### config.mk
export PLATFORM = sky130hd
export DESIGN_NAME = capture_record_writer
export DESIGN_NICKNAME = d
export VERILOG_FILES = /design/src/capture_record_pkg.sv /design/src/capture_record_writer.sv
export SDC_FILE = /design/constraint.sdc
export NUM_CORES = 1
export LEC_CHECK = 0
export BUFFER_PORTS_ARGS = -buffer_cell sky130_fd_sc_hd__buf_2
export CAP_MARGIN = 20
export CORE_AREA = 2 2 206 208
export CTS_CLUSTER_DIAMETER = 80
export CTS_CLUSTER_SIZE = 10
export DETAILED_ROUTE_END_ITERATION = 16
export DIE_AREA = 0 0 208 210
export HOLD_SLACK_MARGIN = 0.03
export PLACE_DENSITY_LB_ADDON = 0.2
export SLEW_MARGIN = 40
export SYNTH_ARGS = -nofsm -noshare
export SYNTH_HDL_FRONTEND = slang
export SYNTH_SLANG_ARGS = --single-unit
export TNS_END_PERCENT = 10
### constraint.sdc
create_clock -name pclk -period 10.2 [get_ports pclk]
set_clock_uncertainty 0.05 [all_clocks]
set_input_delay 1.02 -clock pclk [delete_from_list [all_inputs] [get_ports pclk]]
set_output_delay 1.02 -clock pclk [all_outputs]
set_load 0.005 [all_outputs]
### src/capture_record_pkg.sv
// Shared constants and types of the capture record writer
package capture_record_pkg;
  // Record types and extension header
  localparam logic [7:0] REC_TYPE_ETH = 8'h02;
  localparam logic [7:0] REC_TYPE_RAW_LINK = 8'h18;
  localparam logic [7:0] EXT_HDR_RAW_LINK = 8'h05;
  localparam logic [7:0] EXT_FLAG = 8'h80;
  localparam logic [7:0] SEQ_FIRST = 8'h00;
  localparam logic MORE_FRAG_NONE = 1'b0;
  localparam logic [7:0] FRAME_A1 = 8'hF6;
  // Register byte offsets
  localparam logic [11:0] OFS_CTRL = 12'h000;
  localparam logic [11:0] OFS_BASE = 12'h004;
  localparam logic [11:0] OFS_SIZE = 12'h008;
  localparam logic [11:0] OFS_RDPTR = 12'h00C;
  localparam logic [11:0] OFS_WRPTR = 12'h010;
  localparam logic [11:0] OFS_STAT = 12'h014;
  localparam logic [11:0] OFS_IRQ = 12'h018;
  localparam logic [11:0] OFS_MASK = 12'h01C;
  localparam logic [11:0] OFS_DROPS = 12'h020;
  // Control bits
  localparam int CTRL_EN = 0;
  localparam int CTRL_RAW = 1;
  // Interrupt bits
  localparam int IRQ_FULL = 0;
  localparam int IRQ_DROP = 1;
  localparam int IRQ_REC = 2;
  localparam int IRQ_W = 3;
  // Header words and indicator timing
  localparam logic [2:0] HDR_WORDS = 3'd4;
  localparam logic [31:0] WORD_BYTES = 32'd4;
  localparam int BLINK_US = 100000;
  localparam int CLK_MHZ = 125;
  localparam int BLINK_CYC = BLINK_US * CLK_MHZ;
  typedef struct packed {
    logic [31:0] addr;
    logic [31:0] data;
  } mem_wr_t;
endpackage

### src/capture_record_writer.sv
// Capture record writer: packet stream to circular host buffer
`timescale 1ns/1ps
module capture_record_writer
  import capture_record_pkg::*;
#(
  parameter int BLINK_CYCLES = BLINK_CYC,
  parameter int LEN_W = 16
)(
  // Clock and reset
  input wire logic pclk,
  input wire logic presetn,
  // APB slave
  input wire logic psel,
  input wire logic penable,
  input wire logic pwrite,
  input wire logic [11:0] paddr,
  input wire logic [31:0] pwdata,
  output logic [31:0] prdata,
  output logic pready,
  output logic pslverr,
  // Captured packet stream, words of 32 bits
  input wire logic pkt_valid,
  input wire logic pkt_sop,
  input wire logic pkt_eop,
  input wire logic [31:0] pkt_data,
  input wire logic [LEN_W-1:0] pkt_len,
  output logic pkt_ready,
  // Host memory write port
  output mem_wr_t mem_wr,
  output logic mem_valid,
  input wire logic mem_ready,
  // Indicator and interrupt
  output logic activity_led,
  output logic irq
);
  typedef enum logic [1:0] {
    ST_IDLE = 2'b00,
    ST_HDR = 2'b01,
    ST_BODY = 2'b10,
    ST_DROP = 2'b11
  } wr_state_t;

  wr_state_t state_ff, nxt_state;
  logic [1:0] ctrl_ff, nxt_ctrl;
  logic [31:0] base_ff, nxt_base, size_ff, nxt_size;
  logic [31:0] rdptr_ff, nxt_rdptr, wrptr_ff, nxt_wrptr;
  logic [31:0] drops_ff, nxt_drops;
  logic [IRQ_W-1:0] irq_ff, nxt_irq, mask_ff, nxt_mask;
  logic [15:0] lctr_ff, nxt_lctr;
  logic [2:0] hcnt_ff, nxt_hcnt;
  logic [LEN_W-1:0] len_ff, nxt_len;
  logic [31:0] first_ff, nxt_first;
  logic first_wait_ff, nxt_first_wait;
  logic raw_ff, nxt_raw;
  logic [31:0] blink_ff, nxt_blink;
  logic led_ff, nxt_led;
  logic full_ff, nxt_full;
  mem_wr_t mem_ff, nxt_mem;
  logic mvalid_ff, nxt_mvalid;
  logic [31:0] prdata_ff, nxt_prdata;

  logic apb_acc, apb_wr, apb_rd, mapped;
  logic [31:0] used, free, rec_bytes, pad_len;
  logic fits, start, mem_take;

  assign apb_acc = psel && penable;
  assign apb_wr = apb_acc && pwrite;
  assign apb_rd = apb_acc && !pwrite;
  assign mem_take = !mvalid_ff || mem_ready;
  // Offsets run modulo the buffer size
  assign used = (wrptr_ff >= rdptr_ff) ? wrptr_ff - rdptr_ff
              : size_ff - rdptr_ff + wrptr_ff;
  assign free = size_ff - used;
  assign pad_len = (32'(pkt_len) + 32'd3) & ~32'd3;
  assign rec_bytes = {27'h0, HDR_WORDS, 2'b00} + pad_len;
  // Keep one word unused so full and empty stay distinct
  assign fits = free > rec_bytes;
  assign start = (state_ff == ST_IDLE) && pkt_valid && pkt_sop
              && ctrl_ff[CTRL_EN];
  // Opening word stays on the stream until its payload write, or the drop state, takes it
  assign pkt_ready = (state_ff == ST_DROP)
    || (state_ff == ST_IDLE && !(pkt_sop && pkt_valid))
    || (state_ff == ST_BODY && mem_take);

  always_comb
  begin
    case (paddr)
      OFS_CTRL, OFS_BASE, OFS_SIZE, OFS_RDPTR, OFS_WRPTR,
      OFS_STAT, OFS_IRQ, OFS_MASK, OFS_DROPS: mapped = 1'b1;
      default: mapped = 1'b0;
    endcase
  end

  function automatic logic [31:0] wrap_add(input logic [31:0] p,
                                            input logic [31:0] s);
    logic [31:0] q;
    q = p + WORD_BYTES;
    wrap_add = (q >= s) ? 32'h0 : q;
  endfunction

  always_comb
  begin
    nxt_state = state_ff;
    nxt_ctrl = ctrl_ff;
    nxt_base = base_ff;
    nxt_size = size_ff;
    nxt_rdptr = rdptr_ff;
    nxt_wrptr = wrptr_ff;
    nxt_drops = drops_ff;
    nxt_mask = mask_ff;
    nxt_lctr = lctr_ff;
    nxt_hcnt = hcnt_ff;
    nxt_len = len_ff;
    nxt_first = first_ff;
    nxt_first_wait = first_wait_ff;
    nxt_raw = raw_ff;
    nxt_mem = mem_ff;
    nxt_mvalid = mvalid_ff && !mem_ready;
    nxt_prdata = prdata_ff;
    nxt_full = full_ff;
    nxt_irq = irq_ff;
    // Register writes; clear by one, event set below wins
    if (apb_wr)
    begin
      case (paddr)
        OFS_CTRL: nxt_ctrl = pwdata[1:0];
        OFS_BASE: nxt_base = pwdata & ~32'd3;
        OFS_SIZE: nxt_size = pwdata & ~32'd3;
        OFS_RDPTR: nxt_rdptr = pwdata & ~32'd3;
        OFS_IRQ: nxt_irq = irq_ff & ~pwdata[IRQ_W-1:0];
        OFS_MASK: nxt_mask = pwdata[IRQ_W-1:0];
        default: ;
      endcase
    end
    if (apb_rd)
    begin
      case (paddr)
        OFS_CTRL: nxt_prdata = {30'h0, ctrl_ff};
        OFS_BASE: nxt_prdata = base_ff;
        OFS_SIZE: nxt_prdata = size_ff;
        OFS_RDPTR: nxt_prdata = rdptr_ff;
        OFS_WRPTR: nxt_prdata = wrptr_ff;
        OFS_STAT: nxt_prdata = {31'h0, full_ff};
        OFS_IRQ: nxt_prdata = {29'h0, irq_ff};
        OFS_MASK: nxt_prdata = {29'h0, mask_ff};
        OFS_DROPS: nxt_prdata = drops_ff;
        default: nxt_prdata = 32'h0;
      endcase
    end
    case (state_ff)
      ST_IDLE:
      begin
        if (start)
        begin
          if (fits)
          begin
            nxt_state = ST_HDR;
            nxt_hcnt = 3'd0;
            nxt_len = pkt_len;
            nxt_first = pkt_data;
            nxt_first_wait = 1'b1;
            nxt_raw = ctrl_ff[CTRL_RAW];
            nxt_full = 1'b0;
          end
          else
          begin
            // Opening word of a dropped frame is swallowed in the drop state
            nxt_state = ST_DROP;
            nxt_full = 1'b1;
            nxt_irq[IRQ_FULL] = 1'b1;
            nxt_irq[IRQ_DROP] = 1'b1;
            nxt_drops = drops_ff + 32'd1;
            if (lctr_ff != 16'hFFFF)
              nxt_lctr = lctr_ff + 16'd1;
          end
        end
        else if (full_ff && fits)
          nxt_full = 1'b0;
      end
      ST_HDR:
      begin
        if (mem_take)
        begin
          nxt_mvalid = 1'b1;
          nxt_mem.addr = base_ff + wrptr_ff;
          nxt_wrptr = wrap_add(wrptr_ff, size_ff);
          nxt_hcnt = hcnt_ff + 3'd1;
          case (hcnt_ff)
            // Type, flags and loss count in one word
            3'd0: nxt_mem.data = {nxt_raw_type(raw_ff), 8'h00,
                                  lctr_ff};
            3'd1: nxt_mem.data = {16'h0000, rec_len16(len_ff)};
            // Extension header, whole frame in one record
            3'd2: nxt_mem.data = raw_ff ? {EXT_HDR_RAW_LINK,
                    MORE_FRAG_NONE, 7'h00, SEQ_FIRST, 8'h00}
                    : 32'h0;
            default: nxt_mem.data = 32'h0;
          endcase
          if (hcnt_ff == 3'd0)
            nxt_lctr = 16'h0000;
          if (hcnt_ff == HDR_WORDS - 3'd1)
            nxt_state = ST_BODY;
        end
      end
      ST_BODY:
      begin
        // Gaps on the stream must not move the write pointer
        if (mem_take && pkt_valid)
        begin
          nxt_mvalid = 1'b1;
          nxt_mem.addr = base_ff + wrptr_ff;
          nxt_wrptr = wrap_add(wrptr_ff, size_ff);
          // Payload begins with the word that opened the frame
          nxt_mem.data = first_wait_ff ? first_ff : pkt_data;
          nxt_first_wait = 1'b0;
          if (pkt_eop)
          begin
            nxt_state = ST_IDLE;
            nxt_irq[IRQ_REC] = 1'b1;
          end
        end
      end
      ST_DROP:
        if (pkt_valid && pkt_eop)
          nxt_state = ST_IDLE;
      default: nxt_state = ST_IDLE;
    endcase
  end

  function automatic logic [7:0] nxt_raw_type(input logic raw);
    nxt_raw_type = raw ? (REC_TYPE_RAW_LINK | EXT_FLAG) : REC_TYPE_ETH;
  endfunction

  function automatic logic [15:0] rec_len16(input logic [LEN_W-1:0] l);
    logic [31:0] r;
    r = {27'h0, HDR_WORDS, 2'b00} + 32'(l);
    rec_len16 = r[15:0];
  endfunction

  // Indicator: steady on when capturing, blinking while full
  always_comb
  begin
    nxt_blink = blink_ff + 32'd1;
    nxt_led = led_ff;
    if (blink_ff >= 32'(BLINK_CYCLES - 1))
    begin
      nxt_blink = 32'h0;
      nxt_led = !led_ff;
    end
    if (!full_ff)
      nxt_led = ctrl_ff[CTRL_EN];
  end

  always_ff @(posedge pclk or negedge presetn)
  begin
    if (!presetn)
    begin
      state_ff <= ST_IDLE;
      ctrl_ff <= 2'b00;
      base_ff <= 32'h0;
      size_ff <= 32'h0;
      rdptr_ff <= 32'h0;
      wrptr_ff <= 32'h0;
      drops_ff <= 32'h0;
      irq_ff <= '0;
      mask_ff <= '0;
      lctr_ff <= 16'h0000;
      hcnt_ff <= 3'd0;
      len_ff <= '0;
      first_ff <= 32'h0;
      first_wait_ff <= 1'b0;
      raw_ff <= 1'b0;
      blink_ff <= 32'h0;
      led_ff <= 1'b0;
      full_ff <= 1'b0;
      mem_ff <= '0;
      mvalid_ff <= 1'b0;
      prdata_ff <= 32'h0;
    end
    else
    begin
      state_ff <= nxt_state;
      ctrl_ff <= nxt_ctrl;
      base_ff <= nxt_base;
      size_ff <= nxt_size;
      rdptr_ff <= nxt_rdptr;
      wrptr_ff <= nxt_wrptr;
      drops_ff <= nxt_drops;
      irq_ff <= nxt_irq;
      mask_ff <= nxt_mask;
      lctr_ff <= nxt_lctr;
      hcnt_ff <= nxt_hcnt;
      len_ff <= nxt_len;
      first_ff <= nxt_first;
      first_wait_ff <= nxt_first_wait;
      raw_ff <= nxt_raw;
      blink_ff <= nxt_blink;
      led_ff <= nxt_led;
      full_ff <= nxt_full;
      mem_ff <= nxt_mem;
      mvalid_ff <= nxt_mvalid;
      prdata_ff <= nxt_prdata;
    end
  end

  // Read data lags one cycle, so the slave waits one cycle
  logic wait_ff, nxt_wait;
  always_comb
  begin
    nxt_wait = apb_acc && !wait_ff;
  end
  always_ff @(posedge pclk or negedge presetn)
  begin
    if (!presetn)
      wait_ff <= 1'b0;
    else
      wait_ff <= nxt_wait;
  end

  assign pready = !apb_rd || wait_ff;
  assign pslverr = apb_acc && pready && !mapped;
  assign prdata = prdata_ff;
  assign mem_wr = mem_ff;
  assign mem_valid = mvalid_ff;
  assign activity_led = led_ff;
  assign irq = |(irq_ff & mask_ff);
endmodule

## Word level (Yosys, flattened, before mapping)

Index checks and enable logic that the tools add are counted.

| word-level totals | value |
|---|---|
| register bits | 365 |
| output and inout bits | 102 |
| word-level logic and storage cells | 173 |

| cells by class | value |
|---|---|
| equal/unequal tests | 26 |
| bitwise gates (word level) | 4 |
| add/sub/neg operators | 13 |
| reductions and logical operators | 50 |
| order comparisons | 4 |
| multiplexer cells | 53 |

Operators with widths:

| operator | number |
|---|---|
| case mux 32 bit (9 select lines) | 1 |
| 2-to-1 mux 32 bit | 6 |
| 2-to-1 mux 64 bit | 2 |
| case mux 64 bit (2 select lines) | 1 |
| case mux 32 bit (3 select lines) | 1 |
| subtractor 32 bit | 3 |
| 2-to-1 mux 16 bit | 5 |
| adder 32 x 1 -> 32 bit (second input constant) | 2 |
| adder 32 bit | 2 |
| >= comparator 32 bit | 2 |
| case mux 32 bit (2 select lines) | 1 |
| equality test 12 x 5 -> 1 bit (second input constant) | 4 |
| adder 32 x 3 -> 32 bit (second input constant) | 1 |
| >= comparator 32 x 24 -> 1 bit (second input constant) | 1 |
| greater-than comparator 32 x 18 -> 1 bit | 1 |
| case mux 16 bit (2 select lines) | 1 |
| 2-to-1 mux 27 bit | 1 |
| equality test 12 x 4 -> 1 bit (second input constant) | 2 |
| 2-to-1 mux 2 bit | 10 |
| adder 5 x 17 -> 18 bit (first input constant) | 1 |
| adder 16 x 2 -> 17 bit (second input constant) | 1 |
| adder 16 x 1 -> 16 bit (second input constant) | 1 |
| adder 5 x 16 -> 16 bit (first input constant) | 1 |
| logical AND 1 bit | 16 |
| 31 further kinds | 83 |

## Longest topological paths before layout

Gate-level depths: netlist of the first run.

| logic depth | value |
|---|---|
| word-level depth | 8 |
| depth in mapped cells | 40 |

## Worst setup path after synthesis of the first run

No wires, ideal clock.

| timing | value |
|---|---|
| kind | flip-flop to flip-flop |
| start point | reg wrptr_ff[2] |
| end point | reg lctr_ff[6] |
| path slack | 2.372 ns |
| library setup time | 0.126 ns |
| data arrival time | 7.652 ns |
| data required time | 10.024 ns |
| stages on the path, launching flop included | 39 |
| clock period less this slack | 7.828 ns |
| path buffers | 4 |
| cell sequence | dfrtp_1 inv_1 ha_1 inv_1 fa_1 a21oi_1 o21a_1 o211ai_1 and4_1 o21ba_2 o21ai_0 clkbuf_1 clkbuf_1 nor3b_1 a31oi_1 ha_1 a21o_1 a21o_1 (+3 left out) o21a_1 nor2_1 o21ai_0 a21oi_1 xnor2_1 ha_1 a21oi_1 nor2b_1 a2111oi_0 o211a_1 o21ai_1 a2111oi_4 and4_4 a41oi_1 or3_1 buf_6 buf_8 a221o_1 |

| between the ends | value |
|---|---|
| word-level cells in the longest chain between the ends | 6 |

RTL lines:

| element | line | RTL |
|---|---|---|
| start, declared | capture_record_writer.sv:46 | `logic [31:0] rdptr_ff, nxt_rdptr, wrptr_ff, nxt_wrptr;` |
| start signal, assigned | capture_record_writer.sv:287 | `wrptr_ff <= nxt_wrptr;` |
| adder 32 bit (tied with other cells) | capture_record_writer.sv:72 | `: size_ff - rdptr_ff + wrptr_ff;` |
| 2-to-1 mux 32 bit (*) | capture_record_writer.sv:71 | `assign used = (wrptr_ff >= rdptr_ff) ? wrptr_ff - rdptr_ff` |
| subtractor 32 bit (*) | capture_record_writer.sv:73 | `assign free = size_ff - used;` |
| greater-than comparator 32 x 18 -> 1 bit (*) | capture_record_writer.sv:77 | `assign fits = free > rec_bytes;` |
| != test 2 bit (no line) (*) | -- |  |
| AND reduction 6 bit (no line) (*) | -- |  |
| end signal, assigned | capture_record_writer.sv:291 | `lctr_ff <= nxt_lctr;` |
| end, declared | capture_record_writer.sv:49 | `logic [15:0] lctr_ff, nxt_lctr;` |

Mark *: on every way between the ends. The rest lies on a longest branch, timed or not.
A chain may end at the register's enable or synchronous reset.

## Worst setup path after layout of the first run

| timing | value |
|---|---|
| start point | reg wrptr_ff[2] |
| end point | reg drops_ff[21] |

| between the ends | value |
|---|---|
| word-level cells in the longest chain between the ends | 6 |

RTL lines:

| element | line | RTL |
|---|---|---|
| adder 32 bit (tied with other cells) | capture_record_writer.sv:72 |  |
| 2-to-1 mux 32 bit (*) | capture_record_writer.sv:71 |  |
| subtractor 32 bit (*) | capture_record_writer.sv:73 |  |
| greater-than comparator 32 x 18 -> 1 bit (*) | capture_record_writer.sv:77 |  |
| NOT 1 bit (no line) (*) | -- |  |
| AND reduction 3 bit (no line) (*) | -- |  |
| end signal, assigned | capture_record_writer.sv:288 | `drops_ff <= nxt_drops;` |
| end, declared | capture_record_writer.sv:47 | `logic [31:0] drops_ff, nxt_drops;` |

Marks and branches as above.

==> results.yml, run 1 <==
worst_setup_path:
  path_max_fanout: 48
  crit_buf_inv: 4
  worstSetupStartpointType: "register"
  end_kind: "register"
  cp_common_cell: "a21oi_1"
  crit_type: "register to register"
  critPathRequiredTime_ps: 10650
  crit_family: "compound AO/OA/AOI/OAI gates"
  worst_path_max_delay_cell: "a2111oi_0"
  crit_arrival_ps: 9200
  regToRegSetupSlack_ps: 1460
  max_stage_delay_ps: 520
sta:
  fin_crit_ps: 8740
  slew_headroom_pct: 40.2
  tns_ps: 0
  rsz0062_at_grt: "false"
  setup-violations-final: 0
  finalMaxSlewViolations: 0
  period_share_pct: 85.7
  worst-slew-pin-transition_ps: 897
  hold_slack_ps: 291
  finalHoldViolCount: 0
  max_freq_mhz: 114
yosys:
  synth_top_area_share_pct: 35.5
  yosys_warnings: 0
  synthFlopType: "dfrtp_1"
  syn_area_sq_um: 25500
  async_reset_ff_share_pct: 100
  netlist.top_cell.by_area: "dfrtp_1"
  synth_edf_count: 0
  yosys-top-cells-area: "dfrtp_1 (35%), ha_1 (8.8%), o21ai_0 (5.2%), nand2_1 (4.3%), mux2_2 (4.0%)"
  synth_seq_cells: 361
  avgSynthCellArea_sq_um: 8.94
  yosysSeqAreaShare_pct: 35.5
  synth_cells: 2850
  yosysUniqueCellTypes: 80
floorplanning:
  ios: 203
  start_util_pct: 61.4
  die_area_sq_um: 43700
  num_rows: 75
  die_w_microns: 208
  coreArea_sq_um: 41500
  die_height_microns: 210
grt:
  grt.overflow.total: 0
  top_usage_layer: "met2"
  grt_use_met3_pct: 6.50
  antenna_found_initial: 9
  grt_max_degree: 81
  grtUsageMet1_pct: 47.9
  grt_usage_pct: 36.0
  grt_first_pass_wirelength_microns: 124000
  grtUsageMet2_pct: 57.4
  grt_pass1_vias: 22300
place:
  gp_congestion: 1.03
  port_buffers: 200
  hpwl_microns: 60200
clock_network:
  cts_resized: 0
  cts-root-buf: "clkbuf_16"
  postCtsSetupRepairBufs: 0
  post_cts_hold_buffer_count: 0
  ctsHtreeMaxLevel: 2
  cts_sinks: 361
  cts_buffers: 42
  cts_max_path_buffers: 3
  cts_tree: "built"
  clock_latency_ps: 590
  path_clk_slew_ps: 60
route:
  detail_route.wirelength_microns: 79100
  drt_iter0_markers: 2503
  vias: 22800
  route.detailed.drc: 0
  ant_nets: 0
  wl_per_cell_microns: 22.2
  drt_pass1_iterations: 7
  via_per_inst: 6.42
pwr:
  internal_power_uw: 4160
  power_switching_uw: 3690
  power_frac_clock_pct: 17.2
  combinationalPowerShare_pct: 61.9
  total_leakage_power_uw: 0.0141
  power_density_nw_per_um2: 279
  seq_power_share_pct: 20.9
  swShare_pct: 47.0
  vdd_drop_max_mv: 0.222
layout:
  drive_gt1_share_pct: 13.3
  final_cell_mix: "dfrtp_1 (360), nand2_1 (289), o21ai_0 (262)"
  nFillCells: 3376
  final_common_cell: "dfrtp_1"
  nets: 3321
  finish.utilization_pct: 67.9
  area.growth.synth_to_final_pct: 10.6
run_status:
  status: "completed"
job:
  maxCapViolCount: 0
worst_hold_path:
  hold_path.class: "input pin to asynchronous set/reset pin"
## power by group through the flow
stage,Clock (uW),Combinational (uW),Sequential (uW)
finish,1350,4860,1640
floorplan,0,3510,1610
CTS,1370,4720,1640
detailed placement,0,4690,1660
global route,1420,5290,1650
global placement,0,4610,1650
## metrics by stage
stage	total power (uW)	instances	worst slack (ps)	cell area [sq um]
after global placement	6270	3500	1720	26900
after CTS	7720	3553	1620	28100
final	7840	3558	1460	28200
after global routing	8360	3558	915	28200
after floorplan	5130	2859	2370	25500
after detailed placement	6350	3504	1680	27000
## routing by layer
layer | vias to the layer above | share of wire (%)
li1 | 10400 | -
met1 | 11100 | 42
met5 | - | 0.063
met3 | 235 | 8.1
met4 | 8 | 5.0
met2 | 1059 | 45
## cell families (layout without fill, tap and decap cells)
family / count (synthesis) / count (layout) / synth area share (%)
compound gates: 777 / 777 / 19.2
other cells: 2 / 16 / 0.0295
buf+inv: 330 / 485 / 5.08
flops: 361 / 361 / 35.5
fa+ha+maj: 212 / 212 / 11.3
simple gates: 812 / 812 / 15.4
mux: 164 / 164 / 6.91
xor+xnor: 192 / 192 / 6.60
## Yosys cell counts (23+ instances only)
cell,n
inv_1,206
mux2i_1,69
o21a_1,28
a21oi_1,173
nor3b_1,27
ha_1,179
nand4_1,33
o21ai_0,263
a211oi_1,23
nor2_1,141
nand2b_1,41
dfrtp_1,361
a22oi_1,44
fa_1,32
a21o_1,83
clkbuf_1,98
and3_1,43
nand2_1,290
xnor2_1,108
xor2_1,84
nor3_1,54
mux2_2,91
nand3_1,80
nor4_1,31
## flip-flops by register name, indices dropped and copies added (netlist names)
name / count
size_ff: 30
raw_ff: 1
first_wait_ff: 1
irq_ff: 3
rdptr_ff: 30
drops_ff: 32
ctrl_ff: 2
first_ff: 32
mem_wr: 62
hcnt_ff: 3
state_ff: 2
wait_ff: 1
len_ff: 16
blink_ff: 32
base_ff: 30
full_ff: 1
lctr_ff: 16
prdata: 32
wrptr_ff: 30
mask_ff: 3
mem_valid: 1
activity_led: 1
## worst paths after layout
| check | start | end | depth (start not counted) |
|---|---|---|---|
| worst min register to register | wait_ff | wait_ff | 1 |
| max in group asynchronous | presetn | base_ff[23] | 3 |
| worst max register to register | wrptr_ff[2] | drops_ff[21] | 35 |
| worst max-delay path | wrptr_ff[2] | drops_ff[21] | 35 |
| min in group pclk | wait_ff | wait_ff | 1 |
| worst min-delay path | presetn | blink_ff[10] | 1 |
## final cells by class
cell class              instances  area [sq um]  area share (%)
clock inverters                 4          67.6           0.240
flip-flops and latches        361          9040            32.1
multi-input cells            2168         15300            54.2
clock buffers                  45          1070            3.81
repair buffers                230          1260            4.49
inverters                     206           773            2.75
well taps                     539           674            2.40
diodes                          5          12.5          0.0444
Note: power is estimated with default switching activity, not from simulation.
==> run 2: changes to the inputs <==
==> constraint.sdc (replaced) <==
create_clock -name pclk -period 8.6 [get_ports pclk]
set_clock_uncertainty 0.05 [all_clocks]
set_input_delay 0.86 -clock pclk [delete_from_list [all_inputs] [get_ports pclk]]
set_output_delay 0.86 -clock pclk [all_outputs]
set_load 0.005 [all_outputs]
==> results.yml, run 2 (synthesis gave the netlist of run 1 again) <==
floorplanning:
  coreArea_sq_um: 41500
  start_util_pct: 61.4
  die_height_microns: 210
  ios: 203
  die_w_microns: 208
  die_area_sq_um: 43700
  num_rows: 75
sta:
  slew_headroom_pct: 40.2
  tns_ps: 0
  period_share_pct: 95.1
  worst-slew-pin-transition_ps: 874
  fin_crit_ps: 8180
  finalMaxSlewViolations: 0
  rsz0062_at_grt: "false"
  max_freq_mhz: 122
  setup-violations-final: 0
  hold_slack_ps: 89.1
  finalHoldViolCount: 0
clock_network:
  cts-root-buf: "clkbuf_16"
  cts_sinks: 361
  postCtsSetupRepairBufs: 0
  cts_buffers: 43
  ctsHtreeMaxLevel: 2
  clock_latency_ps: 600
  cts_max_path_buffers: 3
  cts_tree: "built"
  path_clk_slew_ps: 60
worst_setup_path:
  crit_arrival_ps: 8580
  path_max_fanout: 46
  critPathRequiredTime_ps: 9000
  worst_path_max_delay_cell: "nor2_4"
  crit_path_start: "wrptr_ff[2]"
  cp.depth: 34
  max_stage_delay_ps: 580
  worstSetupStartpointType: "register"
  crit_buf_inv: 4
  crit_family: "compound AO/OA/AOI/OAI gates"
  r2r-end: "len_ff[6]"
  end_kind: "register"
  crit_end: "len_ff[6]"
  ff2ff_path_depth: 34
  cp_common_cell: "ha_1"
  reg2reg_from: "wrptr_ff[2]"
  crit_type: "register to register"
  regToRegSetupSlack_ps: 420
layout:
  area.growth.synth_to_final_pct: 10.9
  final_area_sq_um: 28200
  nets: 3324
  largest_reg_flops: 62
  drive_gt1_share_pct: 13.5
  final_common_cell: "dfrtp_1"
  final_cell_mix: "dfrtp_1 (360), nand2_1 (289), o21ai_0 (262)"
  finish.utilization_pct: 68.1
grt:
  grt_usage_pct: 36.0
  grt_first_pass_wirelength_microns: 124000
  grt_pass1_vias: 22200
  antenna_found_initial: 6
  grt.overflow.total: 0
  grt_max_degree: 139
route:
  route.detailed.drc: 0
  vias: 22700
  drt_pass1_iterations: 6
  wl_per_cell_microns: 22.1
  via_per_inst: 6.36
  detail_route.wirelength_microns: 78900
  drt_iter0_markers: 2172
  ant_nets: 0
pwr:
  power_density_nw_per_um2: 329
  total_leakage_power_uw: 0.0141
  vdd_drop_max_mv: 0.288
place:
  port_buffers: 200
  dpl-instance-area_sq_um: 27000
  gp_congestion: 1.03
  hpwl_microns: 59400
job:
  maxCapViolCount: 0
run_status:
  status: "completed"
worst_hold_path:
  hold_path.class: "input pin to asynchronous set/reset pin"
[run 2: area by class of cell]
cell class | instances | area [sq um]
Antenna cell | 6 | 15.0
Timing Repair Buffer | 232 | 1320
Multi-Input combinational cell | 2168 | 15300
Tap cell | 539 | 674
Sequential cell | 361 | 9040
Clock buffer | 47 | 1090
Inverter | 206 | 773
Clock inverter | 6 | 70.1
Fill cell | 3342 | 13200
[run 2: worst reg2reg max path, delay by kind of cell, from the launching register on]
kind / cells / cell delay [ps]
buffers and inverters: 4 / 950
AO/OA/AOI/OAI: 12 / 2500
AND/OR/NAND/NOR: 12 / 2430
adder cells (fa/ha/maj): 4 / 1220
XOR/XNOR: 1 / 160
flip-flops: 1 / 380
multiplexers: 1 / 380
[run 2: what timing repair did]
action | CTS | global route
resized for setup | 0 | 1
setup endpoints to repair | 0 | 12
hold buffers | 0 | 0
[run 2: how the worst min path moves through the flow]
stage	endpoint	slack (ps)
2_1_floorplan	wait_ff	350
3_3_place_gp	wait_ff	360
4_1_cts	wrptr_ff[3]	300
3_5_place_dp	wait_ff	370
5_1_grt	wrptr_ff[3]	90
6_report	wrptr_ff[3]	90
[run 2: report_power, final]
part	switching, uW	total, uW	internal (uW)	leakage (uW)
logic	3460	5720	2260	0.00888
registers	123	1930	1810	0.00466
clock network	739	1640	900	0.000567
total	4320	9290	4970	0.0141
[run 2: layer usage]
| layer | vias up | GRT usage [%] | wire length (microns) |
|---|---|---|---|
| li1 | 10400 | - | - |
| met1 | 11000 | 47.9 | 32200 |
| met2 | 1061 | 57.4 | 36000 |
| met3 | 231 | 7.02 | 6860 |
| met4 | 2 | 16.0 | 3850 |
| met5 | - | 0 | 8 |
[run 2: through the flow]
stage | setup slack [ps] | total power, uW | std cells
2_1_floorplan | 772 | 6080 | 2859
3_3_place_gp | 698 | 7350 | 3502
3_5_place_dp | 533 | 7460 | 3504
4_1_cts | 489 | 9130 | 3557
5_1_grt | 39.2 | 9870 | 3563
6_report | 421 | 9290 | 3565
